**src/risc_core_pkg.sv**
```systemverilog
// Shared constants, encodings and types of the 8-bit core datapath
package risc_core_pkg;

   // Widths of the two independent buses
   localparam int unsigned IW = 14;
   localparam int unsigned PC_W = 12;
   localparam int unsigned DW = 8;
   localparam int unsigned DA_W = 8;
   localparam int unsigned FA_W = 7;

   // Instruction fields: class, function, destination, file address, literal
   localparam int unsigned CLS_HI = 13;
   localparam int unsigned CLS_LO = 12;
   localparam int unsigned FN_HI = 11;
   localparam int unsigned FN_LO = 8;
   localparam int unsigned DEST_BIT = 7;

   localparam logic [1:0] CLS_BYTE = 2'h0;
   localparam logic [1:0] CLS_JZ = 2'h1;
   localparam logic [1:0] CLS_JMP = 2'h2;
   localparam logic [1:0] CLS_LIT = 2'h3;

   // Special registers mapped into the data space, mirrored in every bank
   localparam logic [FA_W-1:0] ADDR_IND = 7'h00;
   localparam logic [FA_W-1:0] ADDR_PCL = 7'h02;
   localparam logic [FA_W-1:0] ADDR_STAT = 7'h03;
   localparam logic [FA_W-1:0] ADDR_PTR = 7'h04;

   // Status layout
   localparam int unsigned FLAG_C = 0;
   localparam int unsigned FLAG_NIB = 1;
   localparam int unsigned FLAG_Z = 2;
   localparam int unsigned STAT_BANK = 5;

   // Reset values
   localparam logic [PC_W-1:0] PC_RST = 12'h000;
   localparam logic [DW-1:0] W_RST = 8'h00;
   localparam logic [DW-1:0] STAT_RST = 8'h00;
   localparam logic [DW-1:0] PTR_RST = 8'h00;
   localparam logic [IW-1:0] IR_RST = 14'h0000;

   // Four clock periods per instruction cycle
   typedef enum logic [1:0] {
      PH_Q1 = 2'b00,
      PH_Q2 = 2'b01,
      PH_Q3 = 2'b10,
      PH_Q4 = 2'b11
   } phase_t;

   typedef enum logic [3:0] {
      OP_MOV = 4'h0,
      OP_ADD = 4'h1,
      OP_SUB = 4'h2,
      OP_AND = 4'h3,
      OP_IOR = 4'h4,
      OP_XOR = 4'h5,
      OP_COM = 4'h6,
      OP_INC = 4'h7,
      OP_DEC = 4'h8,
      OP_RRF = 4'h9,
      OP_RLF = 4'ha,
      OP_CLR = 4'hb,
      OP_SWAP = 4'hc,
      OP_MOVWF = 4'hd
   } alu_op_t;

endpackage

```
**src/risc_core_alu_datapath.sv**
```systemverilog
// Core datapath: fetch/execute pipeline, 8-bit ALU, accumulator and status
//
// Summary of operation
// - Program and data memories have separate buses used in the same cycle.
// - Each instruction is one 14-bit word fetched in one instruction cycle.
// - Next instruction is fetched while the current one executes.
// - Every non-branching instruction completes in exactly one instruction cycle.
// - Taken branches cost two cycles: prefetched word discarded, pipeline refilled.
// - An instruction cycle is four clocks; cycle-rate output toggles at that rate.
// - Data space is reached by direct address or through the pointer register.
// - Special registers, program counter low byte included, sit in data space.
// - Every operation works on any register in any addressing mode.
// - ALU is 8 bits: add, subtract, shifts and logic operations.
// - Arithmetic is two's complement.
// - Two-operand ops use accumulator and a file register or literal.
// - Single-operand ops use a file register or literal; result goes to accumulator or file register.
// - Accumulator is 8 bits and has no data-space address.
// - ALU updates carry, nibble carry and zero flags in status.
// - In subtraction carry and nibble carry act as borrow indications.
`timescale 1ns/100ps
`default_nettype none

module risc_core_alu_datapath
   import risc_core_pkg::*;
(
   input wire logic clock_i,
   input wire logic resetn_i,
   input wire logic cycle_out_en_i,
   output logic [PC_W-1:0] prog_addr_o,
   input wire logic [IW-1:0] prog_data_i,
   output logic [DA_W-1:0] data_addr_o,
   input wire logic [DW-1:0] data_rdata_i,
   output logic [DW-1:0] data_wdata_o,
   output logic data_we_o,
   output logic cycle_rate_output_o
);

   phase_t phase, next_phase;
   logic [IW-1:0] ir;
   logic ir_valid;
   logic [DW-1:0] w, ptr, stat, opnd, res;
   logic res_c, res_nib, res_z;
   logic [DW-1:0] a_res;
   logic a_c, a_nib, a_z;
   logic [DW-1:0] next_stat;

   ////////////////////////////////////////////////////////////////////////
   // Decode
   wire [1:0] cls = ir[CLS_HI:CLS_LO];
   wire alu_op_t func = alu_op_t'(ir[FN_HI:FN_LO]);
   wire dest_f = ir[DEST_BIT];
   wire [FA_W-1:0] fld = ir[FA_W-1:0];
   wire [DW-1:0] lit = ir[DW-1:0];
   wire is_byte = ir_valid && (cls == CLS_BYTE);
   wire is_lit = ir_valid && (cls == CLS_LIT);
   wire is_jmp = ir_valid && (cls == CLS_JMP);
   wire is_jz = ir_valid && (cls == CLS_JZ);
   wire wr_f = is_byte && dest_f;
   wire wr_w = is_lit || (is_byte && !dest_f);

   wire indirect = (fld == ADDR_IND);
   wire [DA_W-1:0] eff_addr = indirect ? ptr : {stat[STAT_BANK], fld};

   // special registers decoded on the latched address
   wire [FA_W-1:0] low_addr = data_addr_o[FA_W-1:0];
   wire hit_ind = (low_addr == ADDR_IND);
   wire hit_pcl = (low_addr == ADDR_PCL);
   wire hit_stat = (low_addr == ADDR_STAT);
   wire hit_ptr = (low_addr == ADDR_PTR);
   wire hit_sfr = hit_ind || hit_pcl || hit_stat || hit_ptr;
   wire [DW-1:0] rd_val = hit_pcl ? prog_addr_o[DW-1:0] :
                          hit_stat ? stat :
                          hit_ptr ? ptr :
                          hit_ind ? '0 : data_rdata_i;

   // taken branch or write to the program counter low byte
   wire in_q4 = (phase == PH_Q4);
   wire pcl_write = wr_f && hit_pcl;
   wire branch_take = in_q4 && (is_jmp || (is_jz && stat[FLAG_Z]) || pcl_write);
   wire [PC_W-1:0] target = pcl_write ? {prog_addr_o[PC_W-1:DW], res} : ir[PC_W-1:0];

   ////////////////////////////////////////////////////////////////////////
   // ALU
   // subtraction adds the inverted accumulator plus one
   wire is_sub = (func == OP_SUB);
   wire [DW-1:0] b_op = is_sub ? ~w : w;
   wire [DW:0] sum9 = {1'b0, opnd} + {1'b0, b_op} + {{DW{1'b0}}, is_sub};
   wire [4:0] nib5 = {1'b0, opnd[3:0]} + {1'b0, b_op[3:0]} + {4'h0, is_sub};

   always_comb begin
      logic upd_z;
      upd_z = 1'b1;
      a_res = opnd;
      a_c = stat[FLAG_C];
      a_nib = stat[FLAG_NIB];
      case (func)
         OP_ADD, OP_SUB: begin
            a_res = sum9[DW-1:0];
            a_c = sum9[DW];
            a_nib = nib5[4];
         end
         OP_AND: a_res = opnd & w;
         OP_IOR: a_res = opnd | w;
         OP_XOR: a_res = opnd ^ w;
         OP_COM: a_res = ~opnd;
         OP_INC: a_res = opnd + 8'h01;
         OP_DEC: a_res = opnd - 8'h01;
         OP_RRF: begin
            a_res = {stat[FLAG_C], opnd[DW-1:1]};
            a_c = opnd[0];
            upd_z = 1'b0;
         end
         OP_RLF: begin
            a_res = {opnd[DW-2:0], stat[FLAG_C]};
            a_c = opnd[DW-1];
            upd_z = 1'b0;
         end
         OP_CLR: a_res = '0;
         OP_SWAP: begin
            a_res = {opnd[3:0], opnd[DW-1:4]};
            upd_z = 1'b0;
         end
         OP_MOVWF: begin
            a_res = w;
            upd_z = 1'b0;
         end
         default: a_res = opnd;
      endcase
      // zero flag follows the result where the operation affects it
      a_z = upd_z ? (a_res == '0) : stat[FLAG_Z];
   end

   // Status written as data first, then the ALU flags laid over it
   always_comb begin
      next_stat = pcl_write ? stat : ((wr_f && hit_stat) ? res : stat);
      if (is_byte || is_lit) begin
         next_stat[FLAG_C] = res_c;
         next_stat[FLAG_NIB] = res_nib;
         next_stat[FLAG_Z] = res_z;
      end
   end

   ////////////////////////////////////////////////////////////////////////
   // Phase sequencer
   // four clocks per instruction cycle
   always_comb begin
      case (phase)
         PH_Q1: next_phase = PH_Q2;
         PH_Q2: next_phase = PH_Q3;
         PH_Q3: next_phase = PH_Q4;
         default: next_phase = PH_Q1;
      endcase
   end

   always_ff @(posedge clock_i or negedge resetn_i) begin
      if (!resetn_i) begin
         phase <= PH_Q1;
         cycle_rate_output_o <= 1'b0;
      end else begin
         phase <= next_phase;
         // high in Q1 and Q2, low in Q3 and Q4
         cycle_rate_output_o <= cycle_out_en_i && (next_phase == PH_Q1 || next_phase == PH_Q2);
      end
   end

   ////////////////////////////////////////////////////////////////////////
   // Fetch stage
   // the word at the counter is latched while the current one finishes
   always_ff @(posedge clock_i or negedge resetn_i) begin
      if (!resetn_i) begin
         prog_addr_o <= PC_RST;
         ir <= IR_RST;
         ir_valid <= 1'b0;
      end else if (in_q4) begin
         // one whole word per instruction cycle
         ir <= prog_data_i;
         // discard the prefetched word on a taken branch
         ir_valid <= !branch_take;
         prog_addr_o <= branch_take ? target : prog_addr_o + 12'h001;
      end
   end

   ////////////////////////////////////////////////////////////////////////
   // Execute stage: Q1 address, Q2 read, Q3 compute, Q4 write back
   // data access runs on its own bus alongside the fetch
   always_ff @(posedge clock_i or negedge resetn_i) begin
      if (!resetn_i) begin
         data_addr_o <= '0;
         opnd <= '0;
      end else begin
         if (phase == PH_Q1) begin
            data_addr_o <= eff_addr;
         end
         // second operand is a file register or the literal
         if (phase == PH_Q2) begin
            opnd <= is_lit ? lit : rd_val;
         end
      end
   end

   always_ff @(posedge clock_i or negedge resetn_i) begin
      if (!resetn_i) begin
         res <= '0;
         res_c <= 1'b0;
         res_nib <= 1'b0;
         res_z <= 1'b0;
         data_wdata_o <= '0;
         data_we_o <= 1'b0;
      end else begin
         if (phase == PH_Q3) begin
            res <= a_res;
            res_c <= a_c;
            res_nib <= a_nib;
            res_z <= a_z;
            data_wdata_o <= a_res;
         end
         // any file address may be a destination; special ones stay inside
         data_we_o <= (phase == PH_Q3) && wr_f && !hit_sfr;
      end
   end

   // all results commit at the end of the same instruction cycle
   always_ff @(posedge clock_i or negedge resetn_i) begin
      if (!resetn_i) begin
         w <= W_RST;
         ptr <= PTR_RST;
         stat <= STAT_RST;
      end else if (in_q4) begin
         // result goes to accumulator or file register
         if (wr_w) begin
            w <= res;
         end
         if (wr_f && hit_ptr) begin
            ptr <= res;
         end
         stat <= next_stat;
      end
   end
endmodule

`default_nettype wire

```
**config.mk**
```make
export PLATFORM = sky130hd
export DESIGN_NAME = risc_core_alu_datapath
export DESIGN_NICKNAME = d
export VERILOG_FILES = /design/src/risc_core_pkg.sv /design/src/risc_core_alu_datapath.sv
export SDC_FILE = /design/constraint.sdc
export NUM_CORES = 1
export LEC_CHECK = 0
export BUFFER_PORTS_ARGS = -buffer_cell sky130_fd_sc_hd__buf_2
export CAP_MARGIN = 30
export CORE_ASPECT_RATIO = 1.1
export CORE_MARGIN = 4
export CORE_UTILIZATION = 35
export DETAILED_ROUTE_END_ITERATION = 10
export GPL_TIMING_DRIVEN = 0
export PLACE_DENSITY = 0.55
export SYNTH_ARGS = -nofsm -noshare
export SYNTH_HDL_FRONTEND = slang
export SYNTH_SLANG_ARGS = --single-unit
```
**constraint.sdc**
```tcl
create_clock -name clock_i -period 3.5 [get_ports clock_i]
set_input_delay 0.525 -clock clock_i [delete_from_list [all_inputs] [get_ports clock_i]]
set_output_delay 0.525 -clock clock_i [all_outputs]
set_load 0.005 [all_outputs]
```
# Word-level counts from Yosys, hierarchy flattened
# Cells that the tools add are included.
# totals
register_bits,82
mem_bits_ro,0
output_inout_bits,30
memories,0
mem_bits_rw,0
inputBits,25
latchBits,0
# op_classes
eq_ne,25
n_shift,0
magnitude_cmp,0
mux,17
reduce_logical,39
div_mod_pow,0
add_sub_neg,7
multipliers,0
bitwise,6
# ops
cell,count
8-bit case mux with 12 select lines,1
8-bit two-way mux,7
"4-bit equality test, second input constant",6
12-bit two-way mux,2
"4-bit by 3-bit equality test with 1-bit output, second input constant",4
8-bit inverter,2
"7-bit by 2-bit equality test with 1-bit output, second input constant",2
1-bit logical AND,14
7-bit zero test,2
"12-bit by 1-bit adder with 12-bit output, second input constant",1
8-bit by 8-bit adder with 9-bit output,1
9-bit by 1-bit adder with 9-bit output,1
3-bit two-way mux,3
"8-bit by 1-bit adder with 8-bit output, second input constant",1
8-bit bitwise AND,1
"2-bit equality test, second input constant",4
"4-bit by 2-bit equality test with 1-bit output, second input constant",2
8-bit zero test,1
1-bit logical OR,8
8-bit OR,1
"8-bit by 1-bit subtractor with 8-bit output, second input constant",1
8-bit bitwise XOR,1
"7-bit by 3-bit equality test with 1-bit output, second input constant",1
"2-bit by 1-bit equality test with 1-bit output, second input constant",3
16 further kinds,24

# Logic depth before layout (Yosys ltp)
# Gate-level depths: netlist of run 1.
# logic_depth
depth_word,8
depth_mapped,12
ltp_nobuf,11

# Worst setup path before layout of run 1
# No wires, ideal clock.
# synth_timing
path_type,register to register
startpoint,register ir[8]
endpoint,register res[7]
setup_ns,0.125
path_slack_ns,0.587
arrival_time_ns,2.788
stages_incl_launch_ff,12
cell_sequence,dfrtp_1 -> nor4b_1 -> buf_4 -> xnor2_1 -> ha_1 -> a31o_2 -> a22o_1 -> o41a_1 -> a31oi_1 -> or3_1 -> o211ai_2 -> mux2_4
# synth_via
elab_chain_cells,5
word_cells_on_any_way,18
# synth_lines
item,line_no,source
start: declaration,risc_core_alu_datapath.sv:39,logic [IW-1:0] ir;
start signal: assignment,risc_core_alu_datapath.sv:176,ir <= prog_data_i;
4-bit by 2-bit equality test with 1-bit output,"risc_core_alu_datapath.sv:85, risc_core_alu_datapath.sv:96",
8-bit two-way mux,risc_core_alu_datapath.sv:86,wire [DW-1:0] b_op = is_sub ? ~w : w;
8-bit by 8-bit adder with 9-bit output,risc_core_alu_datapath.sv:87,"wire [DW:0] sum9 = {1'b0, opnd} + {1'b0, b_op} + {{DW{1'b0}}, is_sub};"
9-bit by 1-bit adder with 9-bit output,risc_core_alu_datapath.sv:87,
8-bit case mux with 12 select lines *,risc_core_alu_datapath.sv:96,case (func)
end signal: assignment,risc_core_alu_datapath.sv:211,res <= a_res;
end: declaration,risc_core_alu_datapath.sv:41,"logic [DW-1:0] w, ptr, stat, opnd, res;"
# Mark *: on every way between the ends. The rest lies on a longest branch, timed or not.
# A chain may end at the register's enable or synchronous reset.

# Final worst setup path of run 1
# layout_timing
startpoint,register ir[8]
endpoint,register res_z
# layout_via
elab_chain_cells,7
word_cells_on_any_way,21
# layout_lines
item,line_no,source
4-bit by 2-bit equality test with 1-bit output,"risc_core_alu_datapath.sv:85, risc_core_alu_datapath.sv:96",
8-bit two-way mux,risc_core_alu_datapath.sv:86,
8-bit by 8-bit adder with 9-bit output,risc_core_alu_datapath.sv:87,
9-bit by 1-bit adder with 9-bit output,risc_core_alu_datapath.sv:87,
8-bit case mux with 12 select lines,risc_core_alu_datapath.sv:96,
8-bit zero test,risc_core_alu_datapath.sv:130,a_z = upd_z ? (a_res == '0) : stat[FLAG_Z];
1-bit two-way mux *,risc_core_alu_datapath.sv:130,
end signal: assignment,risc_core_alu_datapath.sv:214,res_z <= a_z;
end: declaration,risc_core_alu_datapath.sv:42,"logic res_c, res_nib, res_z;"
# Marked as above.

==> metrics.md, run 1 <==
| Metric | Value |
|---|---|
| Slew HR | 0.390 |
| Commonest non-fill, non-tap cell in the layout | dfrtp_1 |
| Seq cells post-synth | a little over 80 |
| Inst Count DP | 920 |
| Ports | 55 |
| Hpwl dp | 15.1 mm |
| Fill count | 1686 |
| Largest family of logic cells by synthesized area | compound AO/OA/AOI/OAI gates |
| DRC viols | 0 |
| Clock Latency Late Sink | 340 ps |
| Die area | 0.0189 sq mm |
| Clock Skews | 8.41 ps |
| Inserted Clock Buffers | 9 |
| Final WL | 20.0 mm |
| WS Path Type | register to register |
| Non-Filler Instances | 935 |
| Remaining Overflow, GRT | 0 |
| Post-CTS setup repair buffer count | 0 |
| Setup TNS | 0 ps |
| Nets@finish | 783 |
| VDD IR-drop max | 0.352 mV |
| Vias in the first global route | 5389 |
| CP endpoint kind | register |
| Seq/Total Area, Yosys | 0.349 |
| CTS H-tree depth | 3 |
| CTS root buf | clkbuf_16 |
| Slew @ Worst Pin | 908 ps |
| Post-synthesis net count | 717 |
| Worst path required time | 3740 ps |
| Post-synthesis adder-cell area fraction | 0.0672 |
| Hold Path Class | input pin to asynchronous set/reset pin |
| RSZ-0062 raised after global routing | false |
| FP Rows | 49 |
| Post-Syn Area | 0.00588 sq mm |
| Antenna cells | 0 |
| Setup crit start | ir[8] |
| Initial Util | 0.358 |
| Most frequent cells in the layout | 82 x dfrtp_1, 73 x a21oi_1, 69 x buf_2 |
| Met3 GRT Util | 0.0306 |
| Pwr/cell area | 476 mW/mm^2 |
| P&R area growth vs syn | 14.7% |
| Reg-to-reg endpoint | res_z |
| Synth Area in Compound Gates | 0.217 |
| Clock period minus worst slack | 3240 ps |
| Total power | 3.21 mW |
| Worst reg2reg setup slack | approximately 260 ps |
| Startpoint Class | register |
| Crit path to | res_z |
| DRT iter0 DRCs | 536 |
| Synth Flop Type | dfrtp_1 |
| Final setup viols | 0 |
| Met2 Use GR | 0.372 |
| Maxcap violations | 0 |
| WL/cell | 21.4 um |
| Critical path arrival | 3480 ps |
| Chip Height | 144 um |
| Largest net degree at the start of global routing | just under 70 |
| Synth async-reset ratio | 1.00 |
| Synth warn | 0 |
| Share of post-route cells with drive strength above 1 | 0.208 |
| Xor/xnor share of the synthesized area | 0.0223 |
| Leak Pwr | 2.93 nW |
| Met1 Use GR | 0.269 |
| Layer with the highest usage | met2 |
| Buffers added on ports | 54 |
| Antenna Nets Post-Route | 0 |
| Clk buf depth | 2 |
| Fin. Hold Viols | 0 |
| Max Freq | 309 MHz |
| Max-slew violation count | 0 |
| Post-Synthesis Cells | 661 |
| DIE WIDTH | 132 um |
| EDFF count, synth | 0 |
| TritonCTS clock tree | done |
| Num Clock Sinks | 82 |
| Status | finished clean |
| Worst Reg-to-Reg Cells | 12 |
| Clock transition at path regs | around 60 ps |
| Worst r2r src | ir[8] |
| Crit-path max FO | 9 |
| Gpl congestion | 0.903 |
| Mux cell area share after synthesis | 0.103 |
| Worst hold margin | 48.0 ps |
| DRT Pass-1 Iters | 5 |
| GRT Total Usage | 0.211 |
| Simple-gate portion of the synthesized area | 0.182 |
| Post-Syn Area per Cell | 8.90 sq um |
| Final period utilization | 0.925 |
| First-pass GRT wire length | 31.3 mm |
| Vias | 5501 |
| Initial antenna violation count | 0 |
| Netlist cell types | between 70 and 80 |
| Core box area | 0.0164 sq mm |
| DR vias/cell | 5.88 |
-- critical path, stage by stage, from the launching register on --
cell and delay [ps]:
dfrtp_1 420, nor4b_1 350, buf_4 270, xnor2_1 160, inv_1 80, fa_1 450
nand2b_1 180, a21oi_2 210, a31o_2 210, mux2i_1 100, o32ai_2 340, nand4_1 160
o31ai_2 200
-- synthesized netlist by cell type, types with 8 or more instances --
cell type	instances	area, sq um
a21oi_1	74	370
clkbuf_1	23	86.3
nand2_1	52	195
ha_1	30	375
o21ai_0	35	175
nor2b_1	17	106
xnor2_1	15	131
o22ai_1	8	50.1
and2_1	11	68.8
a211oi_1	11	82.6
nand2b_1	8	50.1
buf_2	16	80.1
nor2_1	48	180
mux2_2	37	417
inv_1	31	116
mux2i_1	15	150
a311oi_1	12	105
dfrtp_1	82	2050
nand3_1	18	90.1
and3_1	9	56.3
-- power by group --
part / leakage [nW] / internal (mW) / total [mW] / switching [mW]
registers: 1.01 / 1.08 / 1.31 / 0.229
logic: 1.79 / 0.420 / 0.952 / 0.532
clock network: 0.134 / 0.569 / 0.950 / 0.382
-- cell type report --
class                   instances  area [sq um]  share of cell area
well taps                     204           255              0.0378
plain buffers                  47           226              0.0336
multi-input cells             498          3490               0.517
repair buffers                 55           300              0.0445
clock buffers                  11           243              0.0360
inverters                      34           128              0.0189
clock inverters                 4          52.6             0.00779
flip-flops and latches         82          2050               0.304
-- through the flow --
stage,setup WS [ps],area [sq um],util
after detailed placement,179,6440,0.392
after global routing,3.51,6750,0.411
after floorplan,587,5880,-
after global placement,141,6410,0.390
after CTS,110,6730,0.410
final,263,6750,0.411
-- registers in the layout, indices dropped and copies added, names as in the netlist --
signal,count
prog_addr_o,12
w,8
res_c,1
ir_valid,1
stat,8
res_z,1
opnd,8
ir,14
res,8
phase,2
cycle_rate_output_o,1
data_addr_o,8
data_we_o,1
ptr,8
res_nib,1
-- layer usage --
metal	part of all wire	routed length [um]
met1	0.43	8700
met2	0.49	9830
met3	0.052	1040
met4	0.024	474
met5	0	0
-- logic make-up (layout without fill, tap and decap cells) --
group	Yosys count	count (layout)
compound gates	197	197
xor+xnor	15	15
fa+ha+maj	31	31
buf+inv	81	151
flops	82	82
mux	54	54
simple gates	201	201
-- worst min-delay path by stage --
stage / end / slack (ps) / cells after the start
2_1_floorplan: cycle_rate_output_o / 230 / 0
3_3_place_gp: stat[6] / 480 / 1
3_5_place_dp: ir[1] / 410 / 1
4_1_cts: prog_addr_o[1] / 40 / 1
5_1_grt: prog_addr_o[2] / 40 / 1
6_report: prog_addr_o[2] / 50 / 1
-- what timing repair did --
item	4_1_cts	5_1_grt
hold buffers	0	0
setup endpoints to repair	0	1
resized for setup	0	2
(Power assumes the default switching activity.)
==> run 2, diff against run 1 <==
- CTS_BUF_LIST: default -> sky130_fd_sc_hd__clkbuf_4
==> run 2 against run 1 <==
Via count shrank 0.53%. Non-clock buffer count grew 2. Register-to-register slack barely moved. Sequential cell count unchanged. Die area is the same. Highest routed layer unchanged. First-iteration DRC count decreased by 6.5%. Clock skew grew 17 ps. Cell area fell by 2.2%. Final cell count increased by 0.21%.
==> metrics.md, run 2 (same netlist as run 1, synthesis figures left out) <==
| Metric | Value |
|---|---|
| DIE WIDTH | 132 um (unchanged) |
| Core Util, Final | 0.402 (was 0.411) |
| Nets@finish | 785 (was 783) |
| Vias in the first global route | 5386 (was 5389) |
| Pwr/cell area | 427 mW/mm^2 (was 476 mW/mm^2) |
| Clock Latency Late Sink | 450 ps (was 340 ps) |
| DRT iter0 DRCs | 501 (was 536) |
| Top delay family on crit path | compound AO/OA/AOI/OAI gates (unchanged) |
| Biggest register | ir (unchanged) |
| FP Rows | 49 (unchanged) |
| Die area | 0.0189 sq mm (unchanged) |
| Buffers added on ports | 54 (unchanged) |
| Antenna Nets Post-Route | 0 (unchanged) |
| Clk buf depth | 2 (unchanged) |
| Leak Pwr | 2.87 nW (was 2.93 nW) |
| GRT Total Usage | 0.212 (was 0.211) |
| Critical path arrival | 3610 ps (was 3480 ps) |
| Hold Path Class | input pin to register (was input pin to asynchronous set/reset pin) |
| Critical path buffers and inverters | 2 (unchanged) |
| Inserted Clock Buffers | 9 (unchanged) |
| Clock period minus worst slack | 3240 ps (about the same) |
| CTS root buf | clkbuf_4 (was clkbuf_16) |
| CP peak stage delay | 450 ps (about the same) |
| CP cell instances | nor4b_1 -> buf_4 -> xnor2_1 -> inv_1 -> fa_1 -> nand2b_1 -> a21oi_2 -> a31o_2 -> mux2i_1 -> o32ai_2 -> nand4_1 -> o31ai_2 (unchanged) |
| Max Freq | 308 MHz (was 309 MHz) |
| Setup WS post-layout | 256 ps (was 263 ps) |
| Setup TNS | 0 ps (unchanged) |
| CTS H-tree depth | 3 (unchanged) |
| Hold Crit Start | cycle_out_en_i |
| Share of post-route cells with drive strength above 1 | 0.209 (was 0.208) |
| Worst path required time | 3860 ps (was 3740 ps) |
| Max-slew violation count | 0 (unchanged) |
| WL/cell | 21.3 um (was 21.4 um) |
| Clock transition at path regs | 140 ps (was 60 ps) |
| Vias | 5472 (was 5501) |
| Chip Height | 144 um (unchanged) |
| Startpoint Class | register (unchanged) |
| Fin. Hold Viols | 0 (unchanged) |
| Worst r2r src | ir[8] (unchanged) |
| Largest regs | ir (14), prog_addr_o (12) (unchanged) |
| Initial antenna violation count | 0 (unchanged) |
| TritonCTS clock tree | done (unchanged) |
| Largest net degree at the start of global routing | 69 (unchanged) |
| Status | finished clean (unchanged) |
| Max Used Layer | met4 (unchanged) |
| Final WL | 20.0 mm (about the same) |
| Gpl congestion | 0.903 (unchanged) |
| Most frequent cells in the layout | 82 x dfrtp_1, 73 x a21oi_1, 69 x buf_2 (unchanged) |
| RSZ-0062 raised after global routing | false (unchanged) |
| First-pass GRT wire length | 31.4 mm (was 31.3 mm) |
| Ports | 55 (unchanged) |
| Core box area | 0.0164 sq mm (unchanged) |
| VDD IR-drop max | 0.349 mV (was 0.352 mV) |
| Slew HR | 0.418 (was 0.390) |
| DRC viols | 0 (unchanged) |
| DR WL met2 | 9.86 mm (was 9.83 mm) |
| CP endpoint kind | register (unchanged) |
| Antenna cells | 0 (unchanged) |
| Num Clock Sinks | 82 (unchanged) |
| Worst reg2reg setup slack | 260 ps (about the same) |
| Final period utilization | 0.927 (was 0.925) |
| WS Path Type | register to register (unchanged) |
| Hold-critical path depth | 2 |
| Remaining Overflow, GRT | 0 (unchanged) |
| WL met1 | 8.63 mm (was 8.70 mm) |
| Max reg flops | 14 (unchanged) |
| Worst Reg-to-Reg Cells | 12 (unchanged) |
| Initial Util | 0.358 (unchanged) |
| Clock Skews | 25.5 ps (was 8.41 ps) |
| Commonest non-fill, non-tap cell in the layout | dfrtp_1 (unchanged) |
| Pre-CTS WS | 179 ps (unchanged) |
| Hold Crit Endpoint | cycle_rate_output_o |
| DRT Pass-1 Iters | 6 (was 5) |
| Crit-path max FO | 9 (unchanged) |
| Metal3 WL | 1.04 mm (about the same) |
| Slowest CP cell | dfrtp_1 (was fa_1) |
| P&R area growth vs syn | 12.2% (was 14.7%) |
| DR vias/cell | 5.84 (was 5.88) |
| Slew @ Worst Pin | 866 ps (was 908 ps) |
| Reg-to-reg endpoint | res_z (unchanged) |
| Maxcap violations | 0 (unchanged) |
| Hpwl dp | 15.1 mm (unchanged) |
| Final setup viols | 0 (unchanged) |
-- run 2: changes by cell type in the layout (fill, tap and decap cells not counted), sizes merged --
cell         delta
buf             +1
clkbuf          -1
clkinv          +1
dlygate4sd3     +1
-- run 2: what timing repair did --
action	4_1_cts	5_1_grt
hold buffers	1	0
hold endpoints to repair	14	0
gates resized for setup	0	2
buffers inserted	0	1
endpoints found under the setup margin	0	1
-- run 2: final cells by class --
cell class | instances | area [sq um]
multi-input cells | 498 | 3490
well taps | 204 | 255
flip-flops and latches | 82 | 2050
inverters | 34 | 128
clock inverters | 5 | 56.3
plain buffers | 47 | 226
fillers | 1714 | 9830
repair buffers | 57 | 318
clock buffers | 10 | 75.1
-- run 2: through the flow --
step	cells	instance area (sq um)	power (mW)	hold slack, ps
finish	937	6600	2.82	275
global route	937	6600	3.01	236
CTS	936	6580	2.83	245
detailed placement	920	6440	2.26	407
global placement	919	6410	2.25	483
floorplan	661	5880	1.85	229
-- run 2: worst max-delay path by stage --
stage	startpoint	to	slack, ps	cells after the start
final	ir[8]	res_z	260	12
after global routing	ir[8]	res_z	30	12
after CTS	ir[8]	res_z	80	12
after detailed placement	ir[8]	res_z	180	12
after global placement	ir[8]	res_z	140	12
after floorplan	ir[8]	res[7]	590	11
-- run 2: routing by layer --
layer,vias to the layer above,GRT usage
li1,2535,-
met1,2680,0.272
met2,224,0.373
met3,33,0.0310
met4,0,0.0691
met5,-,0
-- run 2: where the power goes --
group	switching (mW)	internal [mW]	total, mW
clock network	0.340	0.219	0.559
logic	0.533	0.422	0.955
registers	0.229	1.08	1.31
total	1.10	1.72	2.82
